===== config.mk =====
export PLATFORM = sky130hd
export DESIGN_NAME = pfoc_top
export DESIGN_NICKNAME = d
export VERILOG_FILES = /design/src/logic/pfoc_pkg.sv /design/src/logic/pfoc_edge.sv /design/src/logic/pfoc_outmux.sv /design/src/logic/pfoc_top.sv
export VERILOG_INCLUDE_DIRS = /design/src /design/src/logic
export SDC_FILE = /design/constraint.sdc
export NUM_CORES = 1
export LEC_CHECK = 0
export ABC_AREA = 1
export BUFFER_PORTS_ARGS = -buffer_cell sky130_fd_sc_hd__buf_2
export CAP_MARGIN = 20
export CORE_ASPECT_RATIO = 1.75
export CORE_MARGIN = 2
export CORE_UTILIZATION = 40
export DETAILED_ROUTE_END_ITERATION = 8
export PLACE_DENSITY = 0.79
export SLEW_MARGIN = 40
export SYNTH_ARGS = -nofsm -noshare
export SYNTH_HDL_FRONTEND = slang
export SYNTH_SLANG_ARGS = --single-unit

===== constraint.sdc =====
create_clock -name clock_in -period 1.3 [get_ports clock_in]
set_input_delay 0.065 -clock clock_in [delete_from_list [all_inputs] [get_ports clock_in]]
set_output_delay 0.065 -clock clock_in [all_outputs]
set_load 0.05 [all_outputs]

===== src/logic/pfoc_regs.svh =====
`ifndef PFOC_REGS_SVH
`define PFOC_REGS_SVH
// Printed offsets are register indices; byte address is four times index
`define PFOC_IDX_FAULT_STATUS   12'hF25
`define PFOC_IDX_PIN_LEVEL      12'hF26
`define PFOC_IDX_OUT_OVERRIDE   12'hF27
`define PFOC_IDX_FAULT_CONTROL  12'hF28
`define PFOC_IDX_FAULT_MASK     12'hF24
`define PFOC_IDX_IRQ_STATUS     12'hF40
`define PFOC_IDX_IRQ_ENABLE     12'hF41
`define PFOC_IDX_IRQ_CLEAR      12'hF42
// Status bit positions
`define PFOC_BIT_RELOAD         7
`define PFOC_BIT_DEBUG          5
`define PFOC_BIT_SECOND         2
`define PFOC_BIT_COMPARATOR     1
`define PFOC_BIT_PIN            0
// Control bit positions, then the pin level fault bit
`define PFOC_BIT_DBG_RECOVERY   6
`define PFOC_BIT_SECOND_IRQ     5
`define PFOC_BIT_SECOND_RECOV   4
`define PFOC_BIT_COMP_IRQ       3
`define PFOC_BIT_COMP_RECOV     2
`define PFOC_BIT_PIN_IRQ        1
`define PFOC_BIT_PIN_RECOV      0
`define PFOC_BIT_LEVEL_FAULT    6
// Writable masks and reset values
`define PFOC_STATUS_W1C_MASK    8'hA7
`define PFOC_OVERRIDE_MASK      8'h3F
`define PFOC_CONTROL_MASK       8'h7F
`define PFOC_FMASK_MASK         8'h27
`define PFOC_IRQ_MASK           8'h07
`define PFOC_RESET_BYTE         8'h00
`endif


===== src/logic/pfoc_pkg.sv =====
package pfoc_pkg;
  typedef enum logic [2:0] {
    PFOC_RUN     = 3'h1,
    PFOC_FAULTED = 3'h2,
    PFOC_WAITRLD = 3'h4
  } pfoc_state_type;
endpackage


===== src/logic/pfoc_edge.sv =====
`timescale 1ns/10ps
// Rising edge detector, one per bit
module pfoc_edge (
  input  wire logic       clock_in,
  input  wire logic       reset_in,
  input  wire logic [4:0] level_in,
  output logic      [4:0] rise_out
);
  logic [4:0] last;
  genvar g;
  generate
    for (g = 0; g < 5; g = g + 1) begin : g_bit
      always_ff @(posedge clock_in) begin
        if (reset_in) begin
          last[g] <= 1'b0;
        end else begin
          last[g] <= level_in[g];
        end
      end
      assign rise_out[g] = level_in[g] & ~last[g];
    end
  endgenerate
endmodule // pfoc_edge


===== src/logic/pfoc_outmux.sv =====
`timescale 1ns/10ps
// Per-pin output gating: off-state when forced or faulted
module pfoc_outmux (
  input  wire logic [5:0] pwm_in,
  input  wire logic [5:0] off_level_in,
  input  wire logic [5:0] force_off_in,
  input  wire logic       fault_hold_in,
  output logic      [5:0] pin_out
);
  genvar g;
  generate
    for (g = 0; g < 6; g = g + 1) begin : g_pin
      assign pin_out[g] = (force_off_in[g] | fault_hold_in) ? off_level_in[g] : pwm_in[g];
    end
  endgenerate
endmodule // pfoc_outmux


===== src/logic/pfoc_top.sv =====
`timescale 1ns/10ps
`include "pfoc_regs.svh"
//
// Notes on behaviour
// [RQ1] Reload flag bit 7 sets on each timer reload; write one clears.
// [RQ2] Debug flag bit 5 sets on debug entry; write one clears.
// [RQ3] Second fault flag bit 2 sets on that source; write one clears.
// [RQ4] Comparator flag bit 1 sets on comparator assertion; write one clears.
// [RQ5] Pin fault flag bit 0 sets on primary fault input; write one clears.
// [RQ6] Sample register bit 6 reads the live primary fault pin level.
// [RQ7] Sample register bits 5..0 read the six PWM pin levels.
// [RQ8] Override bits 5,3,1 force low-side outputs to off-state.
// [RQ9] Override bits 4,2,0 force high-side outputs to off-state.
// [RQ10] Debug auto recovery resumes when sources clear and next period starts.
// [RQ11] Other sources in auto mode resume as soon as all sources clear.
// [RQ12] Software recovery waits for sources clear, flags clear, then reload.
// [RQ13] Interrupt on second fault if bit 5, on pin fault if bit 1.
// [RQ14] Interrupt on comparator fault only while bit 3 is set.
// [RQ15] A masked fault source produces no PWM fault.
// [RQ16] Debug entry produces a PWM fault unless its mask is set.
// [RQ17] While faulted or recovery pending, all six outputs are held off.
module pfoc_top (
  input  wire logic        clock_in,
  input  wire logic        reset_in,
  input  wire logic        psel_in,
  input  wire logic        penable_in,
  input  wire logic        pwrite_in,
  input  wire logic [15:0] paddr_in,
  input  wire logic [31:0] pwdata_in,
  output logic      [31:0] prdata_out,
  output logic             pready_out,
  output logic             pslverr_out,
  input  wire logic        reload_in,
  input  wire logic        debug_in,
  input  wire logic        second_fault_in,
  input  wire logic        comparator_in,
  input  wire logic        primary_fault_input_in,
  input  wire logic [5:0]  pwm_in,
  input  wire logic [5:0]  off_level_in,
  input  wire logic [5:0]  output_pin_level_samples_in,
  output logic      [5:0]  pwm_pin_out,
  output logic             fault_hold_out,
  output logic             irq_out
);
  // ------------------------------------------------------------
  // Registers
  // ------------------------------------------------------------
  logic [7:0]  fault_status;
  logic [7:0]  output_override;
  logic [7:0]  fault_control;
  logic [7:0]  fault_mask;
  logic [7:0]  irq_status;
  logic [7:0]  irq_enable;
  logic [7:0]  pin_level_sample;
  pfoc_pkg::pfoc_state_type state;
  pfoc_pkg::pfoc_state_type next_state;
  logic [4:0]  rise;
  logic [5:0]  next_pins;
  logic        access;
  logic        wr;
  logic [13:0] index;
  logic        mapped;
  logic [7:0]  wbyte;
  logic        sources_active;
  logic        fault_event;
  logic        sw_recovery;
  logic        sw_recovery_pending;
  logic        flags_clear;
  logic [2:0]  irq_events;
  logic [31:0] next_rdata;

  // ------------------------------------------------------------
  // Event detection
  // ------------------------------------------------------------
  pfoc_edge u_edge (
    .clock_in (clock_in),
    .reset_in (reset_in),
    .level_in ({debug_in, second_fault_in, comparator_in, primary_fault_input_in, 1'b0}),
    .rise_out (rise)
  );

  // rise[4]=debug, [3]=second, [2]=comparator, [1]=pin
  assign sources_active = (second_fault_in & ~fault_mask[`PFOC_BIT_SECOND])         // RQ15
                        | (comparator_in & ~fault_mask[`PFOC_BIT_COMPARATOR])       // RQ15
                        | (primary_fault_input_in & ~fault_mask[`PFOC_BIT_PIN])     // RQ15
                        | (debug_in & ~fault_mask[`PFOC_BIT_DEBUG]);                // RQ16
  assign fault_event = sources_active;

  // Software mode when any recovery bit of an active source is set
  assign sw_recovery = (fault_control[`PFOC_BIT_DBG_RECOVERY] & debug_in)
                     | (fault_control[`PFOC_BIT_SECOND_RECOV] & second_fault_in)
                     | (fault_control[`PFOC_BIT_COMP_RECOV] & comparator_in)
                     | (fault_control[`PFOC_BIT_PIN_RECOV] & primary_fault_input_in);
  assign flags_clear = ((fault_status & 8'h27) == 8'h00);

  // ------------------------------------------------------------
  // APB decode
  // ------------------------------------------------------------
  assign access = psel_in & penable_in;
  assign wr     = access & pwrite_in;
  assign index  = paddr_in[15:2];
  assign wbyte  = pwdata_in[7:0];
  always_comb begin
    mapped     = 1'b1;
    next_rdata = 32'h00000000;
    if (index == {2'b00, `PFOC_IDX_FAULT_STATUS}) begin
      next_rdata[7:0] = fault_status;
    end else if (index == {2'b00, `PFOC_IDX_PIN_LEVEL}) begin
      next_rdata[7:0] = pin_level_sample;
    end else if (index == {2'b00, `PFOC_IDX_OUT_OVERRIDE}) begin
      next_rdata[7:0] = output_override;
    end else if (index == {2'b00, `PFOC_IDX_FAULT_CONTROL}) begin
      next_rdata[7:0] = fault_control;
    end else if (index == {2'b00, `PFOC_IDX_FAULT_MASK}) begin
      next_rdata[7:0] = fault_mask;
    end else if (index == {2'b00, `PFOC_IDX_IRQ_STATUS}) begin
      next_rdata[7:0] = irq_status;
    end else if (index == {2'b00, `PFOC_IDX_IRQ_ENABLE}) begin
      next_rdata[7:0] = irq_enable;
    end else if (index == {2'b00, `PFOC_IDX_IRQ_CLEAR}) begin
      next_rdata[7:0] = 8'h00;
    end else begin
      mapped = 1'b0;
    end
  end

  // Zero-wait slave: ready in access phase
  always_ff @(posedge clock_in) begin
    if (reset_in) begin
      pready_out  <= 1'b0;
      pslverr_out <= 1'b0;
      prdata_out  <= 32'h00000000;
    end else begin
      pready_out  <= psel_in & ~penable_in;
      pslverr_out <= psel_in & ~penable_in & ~mapped;
      prdata_out  <= (psel_in & ~penable_in & ~pwrite_in) ? next_rdata : 32'h00000000;
    end
  end

  // ------------------------------------------------------------
  // Fault status flags, set wins over clear
  // ------------------------------------------------------------
  logic [7:0] set_bits;
  logic [7:0] clr_bits;
  always_comb begin
    set_bits = 8'h00;
    set_bits[`PFOC_BIT_RELOAD]     = reload_in;  // RQ1
    set_bits[`PFOC_BIT_DEBUG]      = rise[4];    // RQ2
    set_bits[`PFOC_BIT_SECOND]     = rise[3];    // RQ3
    set_bits[`PFOC_BIT_COMPARATOR] = rise[2];    // RQ4
    set_bits[`PFOC_BIT_PIN]        = rise[1];    // RQ5
    clr_bits = 8'h00;
    if (wr && pready_out && index == {2'b00, `PFOC_IDX_FAULT_STATUS}) begin
      clr_bits = wbyte & `PFOC_STATUS_W1C_MASK;
    end
  end
  always_ff @(posedge clock_in) begin
    if (reset_in) begin
      fault_status <= `PFOC_RESET_BYTE;
    end else begin
      fault_status <= ((fault_status & ~clr_bits) | set_bits) & `PFOC_STATUS_W1C_MASK; // RQ1
    end
  end

  // ------------------------------------------------------------
  // Control registers
  // ------------------------------------------------------------
  always_ff @(posedge clock_in) begin
    if (reset_in) begin
      output_override <= `PFOC_RESET_BYTE;
      fault_control   <= `PFOC_RESET_BYTE;
      fault_mask      <= `PFOC_RESET_BYTE;
      irq_enable      <= `PFOC_RESET_BYTE;
    end else if (wr && pready_out) begin
      if (index == {2'b00, `PFOC_IDX_OUT_OVERRIDE}) begin
        output_override <= wbyte & `PFOC_OVERRIDE_MASK;
      end else if (index == {2'b00, `PFOC_IDX_FAULT_CONTROL}) begin
        fault_control <= wbyte & `PFOC_CONTROL_MASK;
      end else if (index == {2'b00, `PFOC_IDX_FAULT_MASK}) begin
        fault_mask <= wbyte & `PFOC_FMASK_MASK;
      end else if (index == {2'b00, `PFOC_IDX_IRQ_ENABLE}) begin
        irq_enable <= wbyte & `PFOC_IRQ_MASK;
      end
    end
  end

  // Pin level sampling
  always_ff @(posedge clock_in) begin
    if (reset_in) begin
      pin_level_sample <= `PFOC_RESET_BYTE;
    end else begin
      pin_level_sample <= {1'b0, primary_fault_input_in, output_pin_level_samples_in}; // RQ6 RQ7
    end
  end

  // ------------------------------------------------------------
  // Interrupts: 0 pin, 1 comparator, 2 second fault
  // ------------------------------------------------------------
  assign irq_events = {rise[3] & fault_control[`PFOC_BIT_SECOND_IRQ],  // RQ13
                       rise[2] & fault_control[`PFOC_BIT_COMP_IRQ],    // RQ14
                       rise[1] & fault_control[`PFOC_BIT_PIN_IRQ]};    // RQ13
  always_ff @(posedge clock_in) begin
    if (reset_in) begin
      irq_status <= `PFOC_RESET_BYTE;
    end else if (wr && pready_out && index == {2'b00, `PFOC_IDX_IRQ_CLEAR}) begin
      irq_status <= ((irq_status & ~wbyte) | {5'h00, irq_events}) & `PFOC_IRQ_MASK;
    end else begin
      irq_status <= irq_status | {5'h00, irq_events};
    end
  end
  always_ff @(posedge clock_in) begin
    if (reset_in) begin
      irq_out <= 1'b0;
    end else begin
      irq_out <= |(irq_status & irq_enable);
    end
  end

  // ------------------------------------------------------------
  // Recovery state machine
  // ------------------------------------------------------------
  always_ff @(posedge clock_in) begin
    if (reset_in) begin
      sw_recovery_pending <= 1'b0;
    end else if (fault_event) begin
      sw_recovery_pending <= sw_recovery;
    end else if (state == pfoc_pkg::PFOC_RUN) begin
      sw_recovery_pending <= 1'b0;
    end
  end

  always_comb begin
    next_state = state;
    case (state)
      pfoc_pkg::PFOC_RUN: begin
        if (fault_event) begin
          next_state = pfoc_pkg::PFOC_FAULTED;
        end
      end
      pfoc_pkg::PFOC_FAULTED: begin
        if (!fault_event) begin
          if (sw_recovery_pending || fault_control[`PFOC_BIT_DBG_RECOVERY]) begin
            next_state = pfoc_pkg::PFOC_WAITRLD;
          end else if (!(debug_in && !fault_mask[`PFOC_BIT_DEBUG])) begin
            next_state = pfoc_pkg::PFOC_WAITRLD;
          end
        end
      end
      pfoc_pkg::PFOC_WAITRLD: begin
        if (fault_event) begin
          next_state = pfoc_pkg::PFOC_FAULTED;
        end else if (!sw_recovery_pending) begin
          next_state = pfoc_pkg::PFOC_RUN;             // RQ11
        end else if (flags_clear && reload_in) begin
          next_state = pfoc_pkg::PFOC_RUN;             // RQ12
        end
      end
      default: begin
        next_state = pfoc_pkg::PFOC_RUN;
      end
    endcase
  end

  // Debug auto recovery waits for the period start
  logic dbg_wait;
  always_ff @(posedge clock_in) begin
    if (reset_in) begin
      dbg_wait <= 1'b0;
    end else if (rise[4] && !fault_mask[`PFOC_BIT_DEBUG]) begin
      dbg_wait <= 1'b1;
    end else if (reload_in && !fault_event) begin
      dbg_wait <= 1'b0;                                 // RQ10
    end
  end

  always_ff @(posedge clock_in) begin
    if (reset_in) begin
      state <= pfoc_pkg::PFOC_RUN;
    end else begin
      state <= next_state;
    end
  end

  // ------------------------------------------------------------
  // Outputs
  // ------------------------------------------------------------
  logic hold;
  assign hold = (next_state != pfoc_pkg::PFOC_RUN) | (dbg_wait & ~reload_in); // RQ17
  pfoc_outmux u_outmux (
    .pwm_in        (pwm_in),
    .off_level_in  (off_level_in),
    .force_off_in  (output_override[5:0]),  // RQ8 RQ9
    .fault_hold_in (hold),
    .pin_out       (next_pins)
  );
  always_ff @(posedge clock_in) begin
    if (reset_in) begin
      pwm_pin_out    <= 6'h00;
      fault_hold_out <= 1'b0;
    end else begin
      pwm_pin_out    <= next_pins;
      fault_hold_out <= hold;
    end
  end
endmodule // pfoc_top


======== Word-level counts from Yosys, hierarchy flattened ========
Index checks and enable logic that the tools add are counted.
operators by class
  equal/unequal tests ..................... 12
  reduce and logical (&&, ||, !) cells .... 20
  mux-type cells .......................... 35
  bitwise gates (word level) .............. 58
operators with widths
  operator                                         number
  == test 14 x 12 -> 1 bit, second input constant  8
  two-way mux 8 bit                                7
  two-way mux 3 bit                                9
  AND 1 bit                                        21
  two-way mux 1 bit                                18
  inverter 1 bit                                   16
  OR 1 bit                                         13
  one-hot mux 3 bit (3 select lines)               1
  AND 8 x 3 -> 8 bit                               1
  AND 8 bit                                        1
  logical NOT 8 bit                                1
  inverter 8 bit                                   1
  OR 8 x 3 -> 8 bit                                1
  OR 8 bit                                         1
  OR reduction 8 bit                               1
  logical AND 1 bit                                7
  AND reduction 5 bit                              1
  AND reduction 4 bit                              1
  nonzero test 2 bit                               2
  OR reduction 2 bit                               2
  AND 3 bit                                        1
  == test 3 x 1 -> 1 bit, second input constant    1
  == test 3 x 2 -> 1 bit, second input constant    1
  == test 3 bit, second input constant             1
  other kinds (7)                                  8
word-level totals
  word-level logic and storage cells ...... 149
  input port bits ......................... 76
  output and inout port bits .............. 42
  register bits ........................... 95

======== Logic depth before layout (Yosys ltp) ========
Gate-level depths: netlist of run 1.
  depth in word-level cells ............... 11
  depth in mapped cells ................... 11
  depth with buffers taken out ............ 11

======== Cells and area by module ========
Synthesis of run 1 repeated with hierarchy kept, for this count alone.
unflattened totals
  cell total of the unflattened synthesis .. 438
  area total of the unflattened synthesis .. 3140.5 µm²
by module, submodules not included
  module       area an instance (µm²)  times used  sequential area each (µm²)  cells each
  pfoc_top     2865.2                  1           1161.1                      393
  pfoc_edge    156.4                   1           100.1                       20
  pfoc_outmux  118.9                   1           0.0                         25

======== Worst setup path before layout of run 1 ========
OpenSTA, ideal clock, no wires.
  kind .................................... flip-flop to flip-flop
  start ................................... register pready_out
  end ..................................... register fault_control[3]
  path slack .............................. -0.377 ns
  data arrival time ....................... 1.558 ns
  required time ........................... 1.181 ns
  clock period less this slack ............ 1.677 ns
  setup time .............................. 0.119 ns
  path buffers ............................ 1
  stages on the path, launching flop included .. 7
  path through ............................ dfxtp_1 -> nand4_4 -> inv_1 -> nand4_1 -> buf_2 -> o21ai_0 -> a21oi_1
between the ends
  cells in the longest elaborated chain, start to end .. 2
RTL lines
  element                        line             text
  start: declaration             pfoc_top.sv:31   output logic pready_out,
  start signal: assignment       pfoc_top.sv:134  pready_out <= psel_in & ~penable_in;
  logical AND 1 bit              pfoc_top.sv:174  end else if (wr && pready_out) begin
  AND reduction 3 bit (no line)  --
  end signal: assignment         pfoc_top.sv:171  fault_control <= `PFOC_RESET_BYTE;
  end signal: assignment         pfoc_top.sv:178  fault_control <= wbyte & `PFOC_CONTROL_MASK;
  end: declaration               pfoc_top.sv:50   logic [7:0] fault_control;
Every way passes these cells.
A chain may end at the register's enable or synchronous reset.

======== Worst setup path after layout of run 1 ========
  start ................................... register state[0]
  end ..................................... register pwm_pin_out[4]
between the ends
  cells in the longest elaborated chain, start to end .. 8
  elaborated cells between the ends (all ways) .. 15
  classes of those cells .................. eq/ne (4); mux (9); bitwise (2)
RTL lines
  element                                 line                              text
  start: declaration                      pfoc_top.sv:55                    pfoc_pkg::pfoc_state_type state;
  start signal: assignment                pfoc_top.sv:278                   state <= pfoc_pkg::PFOC_RUN;
  start signal: assignment                pfoc_top.sv:280                   state <= next_state;
  two-way mux 3 bit (on tied branches)    pfoc_top.sv:254, pfoc_top.sv:244
  two-way mux 3 bit (on tied branches)    pfoc_top.sv:252, pfoc_top.sv:242
  two-way mux 3 bit (on tied branches)    pfoc_top.sv:250, pfoc_top.sv:241
  one-hot mux 3 bit (3 select lines) (*)  pfoc_top.sv:234                   case (state)
  inequality test 3 x 1 -> 1 bit (*)      pfoc_top.sv:288                   assign hold = (next_state != pfoc_pkg::PFOC_RUN) | (dbg_wait & ~reload_in);
  OR 1 bit (*)                            pfoc_top.sv:288
  OR 1 bit (*)                            pfoc_outmux.sv:13                 assign pin_out[g] = (force_off_in[g] | fault_hold_in) ? off_level_in[g] : pwm_in[g];
  two-way mux 1 bit (*)                   pfoc_outmux.sv:13
  end signal: assignment                  pfoc_top.sv:301                   pwm_pin_out <= next_pins;
  end: declaration                        pfoc_top.sv:41                    output logic [5:0] pwm_pin_out,
Every way passes the cells marked *; elsewhere a longest branch is shown, timed or not.

==> summary.txt, run 1 <==
Timing
  • Worst Skew: roughly 7.6 ps
  • Slew Limit Fails: 0
  • Final period demand of the worst path: 1290 ps
  • Hold Vio Cnt, Final: 0
  • Fmax achieved: 775 MHz
  • Worst Hold Slack: 18.3 ps
  • Setup Viol. Count Final: 0
  • RSZ-0062 raised after global routing: true
  • Final worst-path cycle share: between 90% and 100%

Global routing
  • Initial antenna violation count: 0
  • M1 GR Usage: 19.7%
  • Vias in the first global route: 3,037
  • Remaining global-route overflow: 0
  • Total track usage: 20.3%
  • GR Util met2: 37.6%
  • Global routing's busiest layer: met2
  • Largest net degree at the start of global routing: 30
  • First-pass GRT wire length: 13.4 mm
  • Met3 usage: between 4 and 5%

Logic synthesis
  • Cell area after synthesis: 3160 sq um
  • Synth area leader: dfxtp_1
  • Sequential element share of the synthesized area: 38.6%
  • Top-count cell post-synth: nand2_1
  • Top cells by count, synth: 91 x nand2_1, 79 x inv_1, 70 x nor2_1
  • Number of synthesized flops with an enable pin: 0
  • #FFs+latches synth: between 60 and 70
  • Mapped Cells: between 400 and 500
  • Top-area cell type share of the netlist area: 38.6%
  • Top cells by area, synth: dfxtp_1 39%, nand2_1 11%, inv_1 9.4%
  • Synth async-reset ratio: 0%
  • Synth unique cells: 31
  • Top FF cell, synth: dfxtp_1
  • Syn_area_per_cell: 6.83 sq um
  • Syn. warnings: 0

Critical path
  • Crit path DAT: roughly 1600 ps
  • Required @ worst endpoint: 1570 ps
  • Setup Crit Path Kind: register to register
  • FF-to-FF path depth: 8
  • Reg-to-reg slack, setup: 10 ps
  • CP Launch Type: register
  • Peak fanout along the critical path: 7
  • Crit. End Element: register
  • R2R Path Start: state[0]
  • Worst R2R End: pwm_pin_out[4]
  • Critical Path Sink: pwm_pin_out[4]
  • Worst Setup SP: state[0]

Clock network
  • CTS buffer count: 9
  • Clk pin slew, worst setup/hold paths: approximately 50 ps
  • CTS Root Cell: clkbuf_16
  • Clk sinks: 61
  • Clk Latency, worst-skew pair: about 330 ps
  • Htree depth: 3
  • TritonCTS clock tree: built
  • Buffer depth of the longest clock path: 2

Placed design
  • PortBufs: 67
  • Area of placed instances: 3700 sq um
  • DP Wirelength: 6.57 mm
  • Routability cong.: ~0.9

Cells and area
  • Fin area: between 4000 and 5000 sq um
  • N_diodes: 0
  • Fin nets: 642
  • P&R area growth vs syn: 31.7%
  • Layout cell share with drive strength beyond 1: 25.7%

Pwr
  • Total Power: about 5.4 mW
  • Max IR drop VDD: 0.719 mV
  • Pwr Density: around 1300 nW/um^2
  • LEAKAGE: 2.17 nW

Floorplanning
  • Die X: about 70 um
  • Die H: between 100 and 150 um
  • Die area: 8660 sq um
  • Starting Density: roughly two fifths
  • Ports: 118
  • Core area: ~7600 sq um
  • Cell row count: 42

Outcome
  • Status: finished clean

Min path
  • Worst Hold Launch: pwdata_in[7]
  • Hold Path Class: primary input to register

Routing
  • Via count: ~3,200
  • Post-DR vias/cell: 4.91
  • Initial drt markers: 179
  • Final ANT Viol Nets: 0
  • Detailed Routing Iterations Pass 1: 4
  • Drt wl/cell: 13.1 um
  • Drt total wl: roughly 8.6 mm
  • # DRC: 0

Flow run
  • Max Cap Viol: 0
[worst min-delay path by stage]
stage,endpoint,slack [ps],cells after the start
finish,fault_status[7],20,4
global route,output_override[3],30,3
CTS,u_edge.last[3],10,3
detailed placement,pin_level_sample[2],270,3
global placement,pin_level_sample[2],270,3
floorplan,fault_status[0],130,1
[layout make-up]
type | count | area (sq um)
Timing Repair Buffer | 102 | 642
Clock buffer | 13 | 260
Fill cell | 690 | 3460
Sequential cell | 61 | 1230
Clock inverter | 3 | 67.6
Tap cell | 88 | 110
Multi-Input combinational cell | 311 | 1550
Inverter | 81 | 304
[report_power, final]
part           internal (mW)  total [mW]  switching [mW]
Clock                   1.78        2.62           0.834
Combinational          0.225       0.811           0.586
Sequential              1.94        1.97          0.0284
Total                   3.95        5.40            1.45
[what timing repair did]
item                                   in CTS  in global routing
hold buffers                                6                  0
pin swaps                                   0                  6
gates resized for setup                     4                 14
setup buffers                               0                  1
setup endpoints to repair                   7                  8
endpoints found under the hold margin       6                  0
[worst max-delay path, stage by stage (launching register included)]
cell     delay, ps
dfxtp_1        360
inv_1           70
nand3_1        140
nand3_2        180
nand2_4        140
nand4_1        100
nand2_1         90
inv_1           40
nor2_1         100
[metrics by stage]
stage | instances | TNS, ps | setup WS [ps] | utilization [%]
after CTS | 658 | 0 | 10.4 | 53.8
after global routing | 659 | -137 | -51.6 | 54.6
after global placement | 636 | -119 | -39.0 | 48.6
after detailed placement | 636 | -721 | -72.5 | 48.6
after floorplan | 486 | -116 | -39.3 | -
final | 659 | 0 | 9.65 | 54.6
[flip-flops by register name (all words and copies together), names as in the netlist]
name and cells:
dbg_wait 1, fault_control 7, fault_hold_out 1, fault_mask 4
fault_status 5, irq_enable 3, irq_out 1, irq_status 3
output_override 6, pin_level_sample 6, prdata_out 8, pready_out 1
pslverr_out 1, pwm_pin_out 6, state 3, sw_recovery_pending 1
u_edge.last 4
[per-layer routing]
layer	vias to the layer above	wire [um]
li1	1613	-
met1	1470	3050
met2	122	4700
met3	31	461
met4	0	434
met5	-	0
[cells by family after synthesis]
family,after synthesis,share of synthesized area (%)
DFF,61,38.6
other,1,0.119
AOI/OAI and AO/OA,59,9.82
and+or+nand+nor,228,34.6
buffers and inverters,114,16.8
[cell usage in the layout, fill, tap and decap left out, types with 19 or more instances in the layout]
cell type and count:
nor2_1 69, buf_2 67, o21ai_0 19, nand3_1 23
buf_4 26, inv_1 77, nand2_1 87, conb_1 24
dfxtp_1 57, a21oi_1 26
Note: power is estimated with default switching activity, not from simulation.
==> run 2: changes to the inputs <==
PLACE_DENSITY = default   (was 0.79)
PLACE_DENSITY_LB_ADDON = 0.25   (was default)
==> summary.txt, run 2 (synthesis gave the netlist of run 1 again) <==
Outcome
  • Status: finished clean

Critical path
  • Worst Setup SP: pready_out
  • Reg-to-reg slack, setup: 70 ps
  • Peak fanout along the critical path: 14
  • FF-to-FF path depth: 6
  • CP Launch Type: register
  • Crit. End Element: register
  • CP top delay family: flip-flops
  • Crit path largest cell delay: 360 ps
  • R2R Path Start: pready_out
  • Worst R2R End: fault_control[6]
  • Crit path DAT: 1460 ps
  • Critical Path, Cell by Cell: nand4_4 -> inv_2 -> nand4_1 -> buf_4 -> o21ai_0 -> a21oi_1
  • CP max stage cell: dfxtp_4
  • Required @ worst endpoint: 1520 ps
  • Setup Crit Path Kind: register to register
  • CP bufs+invs: 2
  • Critical Path Sink: fault_control[6]
  • WP depth: 6

Pwr
  • Max IR drop VDD: 0.721 mV
  • LEAKAGE: 2.21 nW
  • Pwr Density: 1330 nW/um^2

Min path
  • Hold Path Class: primary input to register

Global routing
  • Total track usage: 21.2%
  • Largest net degree at the start of global routing: 30
  • First-pass GRT wire length: 14.1 mm
  • Vias in the first global route: 3,147
  • Initial antenna violation count: 0
  • Remaining global-route overflow: 0

Placed design
  • Area of placed instances: about 3700 sq um
  • DP Wirelength: ~6.7 mm
  • PortBufs: 67
  • Pre-CTS setup slack: -88.1 ps
  • Routability cong.: 0.876

Clock network
  • Buffer depth of the longest clock path: 2
  • TritonCTS clock tree: built
  • Htree depth: 3
  • CTS Root Cell: clkbuf_16
  • CTS buffer count: 9
  • Clk pin slew, worst setup/hold paths: 60 ps
  • Clk Latency, worst-skew pair: 340 ps
  • Clk sinks: about 60

Timing
  • Fmax achieved: 812 MHz
  • Final worst-path cycle share: 94.7%
  • Slew Limit Fails: 0
  • Hold Vio Cnt, Final: 0
  • Worst setup margin: 68.5 ps
  • RSZ-0062 raised after global routing: true
  • Worst Hold Slack: 8.21 ps
  • Setup Viol. Count Final: 0
  • Final period demand of the worst path: approximately 1200 ps
  • Fin Setup TNS: 0 ps
  • Worst Skew: 7.20 ps

Cells and area
  • P&R area growth vs syn: 35.4%
  • Layout cell share with drive strength beyond 1: 28.7%
  • Fillers: about 750
  • Fin area: ~4300 sq um
  • Reg with most FFs: prdata_out
  • Most common cell after layout, fill and taps aside: nand2_1
  • Largest registers: prdata_out: 8 flops, fault_control: 7 flops
  • Fin util: 56.1%
  • Largest register FFs: 8
  • Most frequent cells in the layout: 86 x nand2_1, 75 x inv_1, 67 x nor2_1, 67 x buf_2, 55 x dfxtp_1
  • Fin nets: 649
  • N_diodes: 0

Routing
  • Drt total wl: 8.77 mm
  • # DRC: 0
  • Initial drt markers: 130
  • Final ANT Viol Nets: 0
  • Drt wl/cell: 13.2 um
  • Post-DR vias/cell: about 4.8
  • Via count: 3,175
  • Detailed Routing Iterations Pass 1: 4

Floorplanning
  • Core area: about 7600 sq um
  • Die H: 122 um
  • Ports: 118
  • Starting Density: 41.5%
  • Cell row count: 42
  • Die area: ~8700 sq um
  • Die X: 71.2 um

Flow run
  • Max Cap Viol: 0
run 2: timing repair:
action | in CTS | in global routing
hold buffers | 7 | 0
pin swaps | 0 | 8
endpoints found under the setup margin | 7 | 8
hold endpoints to repair | 7 | 0
setup buffers | 0 | 4
gates resized for setup | 4 | 27
run 2: metal layers:
metal | vias to the layer above | track usage [%] | share of wire (%)
met2 | 109 | 39.8 | 54
met5 | - | 0 | 0
met4 | 0 | 14.0 | 4.8
met1 | 1413 | 20.5 | 35
li1 | 1625 | - | -
met3 | 28 | 3.47 | 5.3
run 2: layout make-up:
class,instances,area (sq um),share of cell area [%]
Sequential cell,61,1230,28.8
Inverter,81,304,7.11
Multi-Input combinational cell,311,1590,37.2
Tap cell,88,110,2.57
Clock buffer,11,253,5.91
Timing Repair Buffer,109,681,15.9
Clock inverter,5,106,2.49
run 2: worst min-delay path by stage:
stage / start / endpoint / slack [ps] / cells after the start
floorplan: reset_in / fault_status[0] / 130 / 1
global placement: output_pin_level_samples_in[3] / pin_level_sample[3] / 270 / 3
detailed placement: output_pin_level_samples_in[4] / pin_level_sample[4] / 280 / 3
CTS: pwdata_in[7] / fault_status[7] / 3 / 4
global route: primary_fault_input_in / u_edge.last[1] / 30 / 3
finish: pwdata_in[7] / fault_status[7] / 8 / 4
run 2: metrics by stage:
step	instances	power, mW
2_1_floorplan	486	2.60
3_3_place_gp	639	2.76
3_5_place_dp	639	2.78
4_1_cts	662	5.64
5_1_grt	666	5.86
6_report	666	5.68
run 2: power breakdown:
part | total, mW | switching (mW) | internal (mW)
clock | 2.84 | 0.865 | 1.98
combinational | 0.853 | 0.597 | 0.256
sequential | 1.98 | 0.0319 | 1.95
total | 5.68 | 1.49 | 4.18
run 2: worst register-to-register path, delay by kind of cell (launching register included):
family / cells / cell delay, ps
compound gates: 2 / 250
buf+inv: 2 / 300
flops: 1 / 360
simple gates: 2 / 220
==> run 3: changes to the inputs <==
ABC_AREA = default   (was 1)
CAP_MARGIN = default   (was 20)
SYNTH_HIERARCHICAL = 1   (was default)
==> summary.txt, run 3 <==
Clock network
  • Buffer depth of the longest clock path: 2
  • TritonCTS clock tree: built
  • Clk sinks: 62
  • CTS buffer count: 9
  • Clk pin slew, worst setup/hold paths: 50 ps
  • Clk Latency, worst-skew pair: 330 ps
  • Htree depth: 3
  • CTS Root Cell: clkbuf_16

Timing
  • Worst setup margin: -694 ps
  • Fmax achieved: 502 MHz
  • Worst Skew: 3.88 ps
  • Fin Setup TNS: -7510 ps
  • Final worst-path cycle share: 153%
  • Slew Limit Fails: 0
  • Hold Vio Cnt, Final: 2
  • Final period demand of the worst path: 1990 ps
  • Setup Viol. Count Final: 38
  • Worst Hold Slack: -9.96 ps
  • RSZ-0062 raised after global routing: true

Critical path
  • Required @ worst endpoint: 1510 ps
  • Crit path largest cell delay: 390 ps
  • Reg-to-reg slack, setup: -690 ps
  • Peak fanout along the critical path: 6
  • FF-to-FF path depth: 8
  • Setup Crit Path Kind: register to register
  • Critical Path Sink: pwm_pin_out[0]
  • CP Launch Type: register
  • Worst R2R End: pwm_pin_out[0]
  • Crit path DAT: 2210 ps
  • Worst Setup SP: fault_mask[1]
  • R2R Path Start: fault_mask[1]
  • CP max stage cell: a2111oi_4
  • Critical Path, Cell by Cell: inv_2 -> a2111oi_4 -> o21ai_1 -> a21oi_2 -> nand2_4 -> nor2_2 -> mux2_1 -> nor2b_1
  • Crit. End Element: register

Cells and area
  • Largest registers: prdata_out: 8 flops, fault_control: 7 flops, pin_level_sample: 7 flops
  • Layout cell share with drive strength beyond 1: 44.5%
  • Reg with most FFs: prdata_out
  • Fillers: 581
  • Largest register FFs: 8
  • Fin nets: around 530
  • P&R area growth vs syn: 50.2%
  • Most frequent cells in the layout: 66 x buf_2, 58 x dfxtp_1, 54 x buf_4
  • Fin area: 4310 sq um
  • N_diodes: 0
  • Most common cell after layout, fill and taps aside: buf_2

Routing
  • Via count: roughly 2,700
  • Detailed Routing Iterations Pass 1: 4
  • Initial drt markers: 87
  • # DRC: 0
  • Post-DR vias/cell: approximately 5.0
  • Drt total wl: 8.11 mm
  • Final ANT Viol Nets: 0
  • Drt wl/cell: 14.9 um

Logic synthesis
  • Cell area after synthesis: ~2900 sq um
  • Syn_area_per_cell: 8.79 sq um
  • Syn. warnings: 6
  • Mapped Cells: 326

Outcome
  • Status: complete, but fails checks
  • Failing checks: hold timing, setup timing

Floorplanning
  • Die area: 7890 sq um
  • Core area: 6910 sq um
  • Cell row count: 40
  • Starting Density: 41.5%
  • Die X: 68.0 um
  • Ports: 118
  • Die H: 116 um

Placed design
  • PortBufs: 67
  • Routability cong.: 0.879
  • DP Wirelength: 5.95 mm
  • Area of placed instances: roughly 3700 sq um
  • Pre-CTS setup slack: -674 ps

Global routing
  • Largest net degree at the start of global routing: 25
  • First-pass GRT wire length: between 10 and 15 mm
  • Initial antenna violation count: 0
  • Total track usage: 21.5%
  • Remaining global-route overflow: 0
  • Vias in the first global route: 2,697

Pwr
  • LEAKAGE: between 1.5 and 2 nW
  • Max IR drop VDD: roughly 0.8 mV
  • Pwr Density: 1210 nW/um^2
  • Total Power: around 5.2 mW

Flow run
  • Max Cap Viol: 0

Min path
  • Hold Path Class: primary input to register
[run 3: cell count changes in the layout (fill, tap and decap cells not counted), sizes merged, moves of 13 or more]
cell / delta
buf: +24
inv: -73
mux2i: +22
nand2: -71
nand3: -18
nand4: -13
nor2: -39
nor2b: +26
[run 3: what timing repair did]
item | 4_1_cts | 5_1_grt
pin swaps | 11 | 16
gates resized for setup | 28 | 25
hold buffers | 7 | 0
hold endpoints to repair | 8 | 0
setup endpoints to repair | 40 | 42
buffers inserted | 4 | 2
[run 3: through the flow]
step                util (%)  std cells
floorplan                  -        349
global placement        53.3        517
detailed placement      53.3        517
CTS                     60.8        543
global route            62.4        545
finish                  62.4        545
[run 3: final cells by class]
class / instances / area, sq um / area share [%]
clock inverters: 4 / 46.3 / 1.07
multi-input cells: 244 / 1760 / 40.9
repair buffers: 133 / 877 / 20.4
clock buffers: 11 / 243 / 5.64
well taps: 84 / 105 / 2.44
inverters: 7 / 26.3 / 0.610
flip-flops and latches: 62 / 1250 / 29.0
[run 3: worst min-delay path by stage]
stage	end	cells past startpoint	startpoint
after detailed placement	pin_level_sample[0]	2	output_pin_level_samples_in[0]
after floorplan	u_edge/last[1]	1	reset_in
final	fault_control[6]	3	pwdata_in[6]
after CTS	fault_control[6]	3	pwdata_in[6]
after global placement	pin_level_sample[0]	2	output_pin_level_samples_in[0]
after global routing	fault_control[6]	3	pwdata_in[6]
[run 3: where the power goes]
group          switching, mW  internal (mW)  leakage (nW)  total [mW]
Combinational          0.547          0.342          1.22       0.890
Sequential            0.0288           1.97         0.509        2.00
Clock                  0.825           1.52         0.146        2.34
Total                   1.40           3.83          1.87        5.23
[run 3: layer usage]
layer	vias to the layer above	global-route usage, %	share of wire (%)
li1	1349	-	-
met1	1256	22.4	38
met2	89	38.1	53
met3	18	3.69	5.4
met4	0	14.0	3.4
met5	-	0	0
[run 3: critical path: cells and delay by family (launching register included)]
kind | cells | cell delay [ps]
AO/OA/AOI/OAI | 3 | 780
AND/OR/NAND/NOR | 3 | 390
flip-flops | 1 | 330
multiplexers | 1 | 330
buffers and inverters | 1 | 40
